`src/otmr_consts.svh`:
```
/*
  Constants for the overtemperature duration timer and tach pulse config.
  Assumes a 250 MHz clock and a register port driven by an upstream
  serial management bus engine.
*/
// Function
// - Status bit 0 sets when the overtemp line becomes asserted.
// - Reading the status register clears the assertion flag.
// - Past 45.52 ms, bit 0 becomes LSB of the 8-bit count.
// - Count steps every 22.76 ms, reporting up to 5.80 s.
// - Upper seven status bits read zero until 45.52 ms elapsed.
// - Read/write 8-bit duration limit, 22.76 ms per step.
// - Duration above limit sets the exceeded flag in interrupt status 2.
// - Limit 0x00 raises the flag immediately on assertion.
// - Per-fan 2-bit code selects 1 to 4 counted tach pulses.
// - Fan fields sit at bits 1:0, 3:2, 5:4 and 7:6.
// - Pulses-per-rev register resets to 0x55.
// - Status register resets to 0x00.
`ifndef OTMR_CONSTS_SVH
`define OTMR_CONSTS_SVH
`define OTMR_ADDR_STATUS 8'h79
`define OTMR_ADDR_LIMIT 8'h7A
`define OTMR_ADDR_PPR 8'h7B
`define OTMR_RST_STATUS 8'h00
`define OTMR_RST_LIMIT 8'h00
`define OTMR_RST_PPR 8'h55
`define OTMR_CLK_HZ 250000000
`define OTMR_STEP_NS 22760000
`define OTMR_STEP_CYC ((`OTMR_STEP_NS / 1000) * (`OTMR_CLK_HZ / 1000000))
`define OTMR_COUNT_MAX 8'hFF
`define OTMR_COUNT_SHOW 8'h02
`define OTMR_FLAG_BIT 0
`define OTMR_RST_PULSES 3'h2
`endif

```
`src/otmr_pkg.sv`:
```
/*
  Types shared by the overtemperature duration timer.
  Assumes nothing beyond a SystemVerilog tool.
*/
package otmr_pkg;
  typedef logic [7:0] byte_t;
  typedef logic [2:0] pulses_t;
endpackage

```
`src/overtemp_duration_timer.sv`:
```
/*
  Overtemperature assertion duration timer, duration limit and per-fan
  tach pulses-per-revolution configuration.
  Assumes a synchronous register port with one-cycle read and write
  strobes, and an overtemp line already synchronised, active high.
*/
`include "otmr_consts.svh"
module overtemp_duration_timer #(
  parameter int STEP_CYC = `OTMR_STEP_CYC
) (
  // Clock and reset
  input wire logic clk_i,
  input wire logic srst_i,
  // Register port
  input wire logic [7:0] reg_addr_i,
  input wire logic reg_wr_i,
  input wire logic reg_rd_i,
  input wire logic [7:0] reg_wdata_i,
  output logic [7:0] reg_rdata_o,
  // Overtemperature input, high while asserted
  input wire logic overtemp_line_i,
  // Interrupt status 2 bit 5 set pulse and per-fan pulse counts
  output logic duration_exceeded_flag_o,
  output logic [2:0] first_fan_pulses_o,
  output logic [2:0] second_fan_pulses_o,
  output logic [2:0] third_fan_pulses_o,
  output logic [2:0] fourth_fan_pulses_o
);

  // Code 00..11 means 1..4 pulses
  function automatic otmr_pkg::pulses_t pulses(input logic [1:0] sel);
    pulses = {1'b0, sel} + 3'h1;
  endfunction

  logic line_d_r;
  logic [31:0] tick_cnt_r;
  logic tick;
  logic [7:0] elapsed_assert_count_r;
  logic assert_flag_r;
  logic [7:0] duration_limit_value_r;
  logic [7:0] ppr_r;
  logic rd_status;
  logic [7:0] status_view;
  logic exceeded_nxt;
  logic exceeded_seen_r;

  assign rd_status = reg_rd_i && (reg_addr_i == `OTMR_ADDR_STATUS);
  assign tick = overtemp_line_i && (tick_cnt_r == 32'(STEP_CYC - 1));

  // Previous line level for edge detection
  always_ff @(posedge clk_i) begin
    if (srst_i) begin
      line_d_r <= 1'b0;
    end else begin
      line_d_r <= overtemp_line_i;
    end
  end

  // Time base, restarted at each new assertion
  always_ff @(posedge clk_i) begin
    if (srst_i || !overtemp_line_i || tick) begin
      tick_cnt_r <= 32'h0;
    end else begin
      tick_cnt_r <= tick_cnt_r + 32'h1;
    end
  end

  // Elapsed count over the current assertion, saturating
  always_ff @(posedge clk_i) begin
    if (srst_i) begin
      elapsed_assert_count_r <= `OTMR_RST_STATUS;
    end else if (overtemp_line_i && !line_d_r) begin
      elapsed_assert_count_r <= 8'h00;
    end else if (tick && elapsed_assert_count_r != `OTMR_COUNT_MAX) begin
      elapsed_assert_count_r <= elapsed_assert_count_r + 8'h01;
    end
  end

  // Assertion flag: set wins over clear on read
  always_ff @(posedge clk_i) begin
    if (srst_i) begin
      assert_flag_r <= 1'b0;
    end else if (overtemp_line_i && !line_d_r) begin
      assert_flag_r <= 1'b1;
    end else if (rd_status) begin
      assert_flag_r <= 1'b0;
    end
  end

  // Flag only until two steps have elapsed, then the full count
  always_comb begin
    if (elapsed_assert_count_r >= `OTMR_COUNT_SHOW) begin
      status_view = elapsed_assert_count_r;
    end else begin
      status_view = {7'h00, assert_flag_r};
    end
  end

  // Writable registers
  always_ff @(posedge clk_i) begin
    if (srst_i) begin
      duration_limit_value_r <= `OTMR_RST_LIMIT;
      ppr_r <= `OTMR_RST_PPR;
    end else if (reg_wr_i) begin
      if (reg_addr_i == `OTMR_ADDR_LIMIT) begin
        duration_limit_value_r <= reg_wdata_i;
      end
      if (reg_addr_i == `OTMR_ADDR_PPR) begin
        ppr_r <= reg_wdata_i;
      end
    end
  end

  // Read data, zero at unmapped offsets
  always_ff @(posedge clk_i) begin
    if (srst_i) begin
      reg_rdata_o <= 8'h00;
    end else if (reg_rd_i) begin
      unique case (reg_addr_i)
        `OTMR_ADDR_STATUS: reg_rdata_o <= status_view;
        `OTMR_ADDR_LIMIT: reg_rdata_o <= duration_limit_value_r;
        `OTMR_ADDR_PPR: reg_rdata_o <= ppr_r;
        default: reg_rdata_o <= 8'h00;
      endcase
    end
  end

  // Limit exceeded; zero limit trips at assertion itself
  always_comb begin
    if (duration_limit_value_r == 8'h00) begin
      exceeded_nxt = overtemp_line_i;
    end else begin
      exceeded_nxt = overtemp_line_i &&
        (elapsed_assert_count_r > duration_limit_value_r);
    end
  end

  // One pulse toward interrupt status 2 on each rise of the exceeded condition
  always_ff @(posedge clk_i) begin
    if (srst_i) begin
      exceeded_seen_r <= 1'b0;
      duration_exceeded_flag_o <= 1'b0;
    end else begin
      exceeded_seen_r <= exceeded_nxt;
      duration_exceeded_flag_o <= exceeded_nxt && !exceeded_seen_r;
    end
  end

  // Per-fan pulse counts
  always_ff @(posedge clk_i) begin
    if (srst_i) begin
      first_fan_pulses_o <= `OTMR_RST_PULSES;
      second_fan_pulses_o <= `OTMR_RST_PULSES;
      third_fan_pulses_o <= `OTMR_RST_PULSES;
      fourth_fan_pulses_o <= `OTMR_RST_PULSES;
    end else begin
      first_fan_pulses_o <= pulses(ppr_r[1:0]);
      second_fan_pulses_o <= pulses(ppr_r[3:2]);
      third_fan_pulses_o <= pulses(ppr_r[5:4]);
      fourth_fan_pulses_o <= pulses(ppr_r[7:6]);
    end
  end

endmodule

```
`config.mk`:
```
export PLATFORM = sky130hd
export DESIGN_NAME = overtemp_duration_timer
export DESIGN_NICKNAME = d
export VERILOG_FILES = /design/src/otmr_pkg.sv /design/src/overtemp_duration_timer.sv
export VERILOG_INCLUDE_DIRS = /design/src
export SDC_FILE = /design/constraint.sdc
export NUM_CORES = 1
export LEC_CHECK = 0
export BUFFER_PORTS_ARGS = -buffer_cell sky130_fd_sc_hd__buf_2
export CAP_MARGIN = 0
export CORE_ASPECT_RATIO = 0.6
export CORE_MARGIN = 4
export CORE_UTILIZATION = 36
export DETAILED_ROUTE_END_ITERATION = 7
export PLACE_DENSITY = 0.63
export SYNTH_ARGS = -nofsm -noshare
export SYNTH_HDL_FRONTEND = slang
export SYNTH_SLANG_ARGS = --single-unit
export TNS_END_PERCENT = 50
```
`constraint.sdc`:
```
create_clock -name clk_i -period 5.1 [get_ports clk_i]
set_input_delay 1.02 -clock clk_i [delete_from_list [all_inputs] [get_ports clk_i]]
set_output_delay 1.02 -clock clk_i [all_outputs]
set_load 0.005 [all_outputs]
```
; Word level (Yosys, flattened, before mapping)
; Cells that the tools add are included.
[totals]
elab_cells = 47
register_bits = 80
out_inout_bits = 21
inputBits = 21
[op_classes]
magnitude_cmp = 2
eq_ne = 5
reduce_logical = 16
addsub = 6
muxes = 5
[op_table]
columns = op, count
row1 = "adder 32 x 1 -> 32 bit, second input constant", 1
row2 = "equality test 32 x 23 -> 1 bit, second input constant", 1
row3 = "equality test 8 x 7 -> 1 bit, second input constant", 3
row4 = case mux 8 bit (3 select lines), 1
row5 = "adder 2 x 1 -> 3 bit, second input constant", 4
row6 = "adder 8 x 1 -> 8 bit, second input constant", 1
row7 = ">= comparator 8 x 2 -> 1 bit, second input constant", 1
row8 = > comparator 8 bit, 1
row9 = zero test 8 bit, 1
row10 = two-way mux 8 bit, 1
row11 = "inequality test 8 bit, second input constant", 1
row12 = logical AND 1 bit, 6
row13 = AND reduction 2 bit, 2
row14 = zero test 1 bit, 3
row15 = two-way mux 1 bit, 3
row16 = logical OR 1 bit, 2
row17 = nonzero test 2 bit, 1
row18 = OR reduction 2 bit, 1

; Longest topological paths before layout
[depth]
depth_word = 4
depth_mapped = 7
ltp_nobuf = 6

; Worst setup path after synthesis
; No wires, ideal clock.
[synth_path]
path_kind = input-to-reg
from = input port reg_addr_i[1]
to = register duration_limit_value_r[1]
required_ns = 4.972
path_buffers = 2
setup_ns = 0.128
setup_slack_ns = 2.556
t_arrival_ns = 2.416
stages = 6
cell_sequence = nor2b_1 > clkbuf_1 > or4b_2 > clkbuf_1 > mux2i_1 > nor2_1
[synth_between]
elab_chain_cells = 2
[synth_rtl]
columns = item, line
row1 = from (decl), overtemp_duration_timer.sv:15  ; input wire logic [7:0] reg_addr_i,
row2 = equality test 8 x 7 -> 1 bit, --
row3 = AND reduction 2 bit (no line), --
row4 = to (signal assigned), overtemp_duration_timer.sv:102  ; duration_limit_value_r <= `OTMR_RST_LIMIT;
row5 = to (signal assigned), overtemp_duration_timer.sv:106  ; duration_limit_value_r <= reg_wdata_i;
row6 = to (decl), overtemp_duration_timer.sv:40  ; logic [7:0] duration_limit_value_r;
; Every way passes these cells.
; A chain may end at the register's enable or synchronous reset.

; Worst setup path after layout
[layout_path]
from = input port srst_i
to = register tick_cnt_r[31]
[layout_between]
elab_chain_cells = 2
[layout_rtl]
columns = item, line
row1 = from (decl), overtemp_duration_timer.sv:13  ; input wire logic srst_i,
row2 = logical OR 1 bit (2 in series), overtemp_duration_timer.sv:61  ; if (srst_i || !overtemp_line_i || tick) begin
row3 = to (signal assigned), overtemp_duration_timer.sv:64  ; tick_cnt_r <= tick_cnt_r + 32'h1;
row4 = to (decl), overtemp_duration_timer.sv:36  ; logic [31:0] tick_cnt_r;
; Every way passes these cells.

==> flow_summary.toml <==
[synthesis]
synth.yosys.seq_area_share = 0.405
synth_nets = 470
synthCells = 434
synthFlopType = "dfxtp_1"
synth-edff-count = 0
avgSynthCellArea_um2 = 9.11
yosys_register_bits = 80
yosysWarnings = 0
synthesis.area_um2 = 3960
netlist-cell-type-count = 54
async_flop_share = 0

[route]
postRouteAntennaNets = 0
dr.pass1.iters = 4
drc = 0
wire_per_inst_um = 16.3
routed_wirelength_um = 9890
vias = 3430
drt-initial-drc-count = 333
avgViaCountPerCell = 5.65

[die]
fp.dieArea_um2 = 12800
start_util = 0.372
rows = 29
design.core.area_um2 = 10600
boundaryPins = 42
die_width_um = 143
chipHeight_um = 89.2

[sta]
setup_tns_ns = 0
worst_pin_slew_ns = 0.988
post-route-min-period_ns = 2.70
hold_violations = 0
period_share = 0.529
setup_ws_ns = 2.40
max_freq_ghz = 0.371
setup_violations = 0
slew_viol_final = 0
rsz0062_at_grt = "false"
fin_skew_ns = 0.00953
slew_headroom = 0.337

[setup_path]
cp_max_fo = 39
worstPathArrival_ns = 2.93
required_ns = 5.34
startpoint_type = "input pin"
startpoint = "srst_i"
critPathCaptureType = "flop"
crit-reg2reg-launch = "tick_cnt_r[0]$_SDFF_PP0_"
path_class = "input pin to flop"

[pwr]
power.density_nw_per_um2 = 295
ir_drop_uv = 206
cellLeakagePower_nw = 1.64

[finish]
fin_nets = 499
drive_above_1_share = 0.184
final_common_cell = "dfxtp_1"
utilization = 0.430
num-fill-cells = 1042
final_cell_mix = "80 x dfxtp_1, 41 x buf_2, 28 x nor2_1"
diodes = 0
layout-area-overhead-vs-synth_pct = 15.5

[clocking]
clock_sink_count = 80
clock_latency_ns = 0.35
htreeDepth = 3
post_cts_buffers = 0
cts_buffers = 9
cts_root_buf = "clkbuf_16"
path_clk_slew_ns = 0.07
cts_tree = "done"
cts_buffer_depth = 2
cts-resized-gates = 0
cts_hold_buffers = 0

[global_route]
first_global_vias = 3136
grt_usage = 0.162
grt_max_degree = 40
gr-total-overflow = 0
antenna_found_initial = 0
grt_pass1_wl_um = 16300

[place]
gp_congestion = 0.799
hpwlAfterDp_um = 7100
preCtsSetupSlack_ns = 2.07
port_buffers = 41

[hold_path]
min-delay-start = "exceeded_seen_r$_SDFF_PP0_"
hold_class = "flop to flop"

[job]
cap_violations = 0

[run_status]
outcome = "finished, final reports clean"
==> Yosys cell counts (all sizes together) (8+ instances only) <==
library cell	instances	area share
dfxtp	80	0.40
or4	12	0.025
nor4	13	0.021
nand3	18	0.023
xor2	9	0.020
nor2b	10	0.016
ha	15	0.047
inv	16	0.015
nor3	18	0.023
clkbuf	22	0.021
a211oi	17	0.035
mux2i	19	0.048
o21ai	14	0.018
and3	8	0.013
nand2	22	0.021
nand4	14	0.025
or3	9	0.015
nand2b	8	0.013
nor2	28	0.027
mux2	8	0.023
==> per-stage QoR <==
stage / cells / total power [W] / hold slack [ns] / cell area (µm²)
2_1_floorplan: 434 / 0.000669 / 0.376 / 3960
3_3_place_gp: 591 / 0.000684 / 0.385 / 4260
3_5_place_dp: 591 / 0.000685 / 0.389 / 4260
4_1_cts: 607 / 0.00136 / 0.399 / 4570
5_1_grt: 607 / 0.00139 / 0.427 / 4570
6_report: 607 / 0.00135 / 0.395 / 4570
==> per-layer routing <==
layer  global-route usage  part of all wire  vias to the layer above  routed length (µm)
met5                    0                 0                        -                   0
met3               0.0417             0.049                       15                 480
li1                     -                 -                     1672                   -
met2                0.227              0.41                       78                4070
met1                0.245              0.53                     1665                5220
met4               0.0419             0.013                        0                 129
==> final cells by class <==
| class | count | area (µm²) | area share |
|---|---|---|---|
| Clock buffer | 9 | 225 | 0.0493 |
| Clock inverter | 7 | 85.1 | 0.0186 |
| Inverter | 17 | 63.8 | 0.0140 |
| Multi-Input combinational cell | 311 | 2190 | 0.480 |
| Sequential cell | 80 | 1600 | 0.350 |
| Tap cell | 139 | 174 | 0.0381 |
| Timing Repair Buffer | 44 | 228 | 0.0498 |
==> logic make-up after synthesis <==
group           Yosys count  share of synthesized area
fa+ha+maj                15                     0.0475
xor+xnor                 13                     0.0288
mux                      27                     0.0709
compound gates           71                      0.131
simple gates            185                      0.273
flops                    80                      0.405
buf+inv                  43                     0.0437
==> critical path: stages <==
cell and delay, ns:
buf_2 0.53, nand2b_1 0.79, buf_4 0.35, a21oi_1 0.05
and3_1 0.18
==> sequential cells by signal (all words and copies together), names as in the netlist <==
register / cells
first_fan_pulses_o: 3
assert_flag_r: 1
third_fan_pulses_o: 3
line_d_r: 1
elapsed_assert_count_r: 8
duration_exceeded_flag_o: 1
ppr_r: 8
second_fan_pulses_o: 3
duration_limit_value_r: 8
exceeded_seen_r: 1
fourth_fan_pulses_o: 3
reg_rdata_o: 8
tick_cnt_r: 32
==> final timing paths <==
check	end	slack (ns)	depth (start not counted)
hold / removal	duration_exceeded_flag_o$_SDFF_PP0_	0.39	1
setup reg to reg	elapsed_assert_count_r[0]$_SDFFE_PP0P_	2.72	5
hold reg to reg	duration_exceeded_flag_o$_SDFF_PP0_	0.39	1
setup / recovery	tick_cnt_r[31]$_SDFF_PP0_	2.40	5
==> power breakdown <==
part / internal [W] / switching [W]
sequential: 0.000627 / 0.00000183
clock: 0.000390 / 0.000287
combinational: 0.0000158 / 0.0000262
No activity file was read; power rests on OpenSTA's default activity.
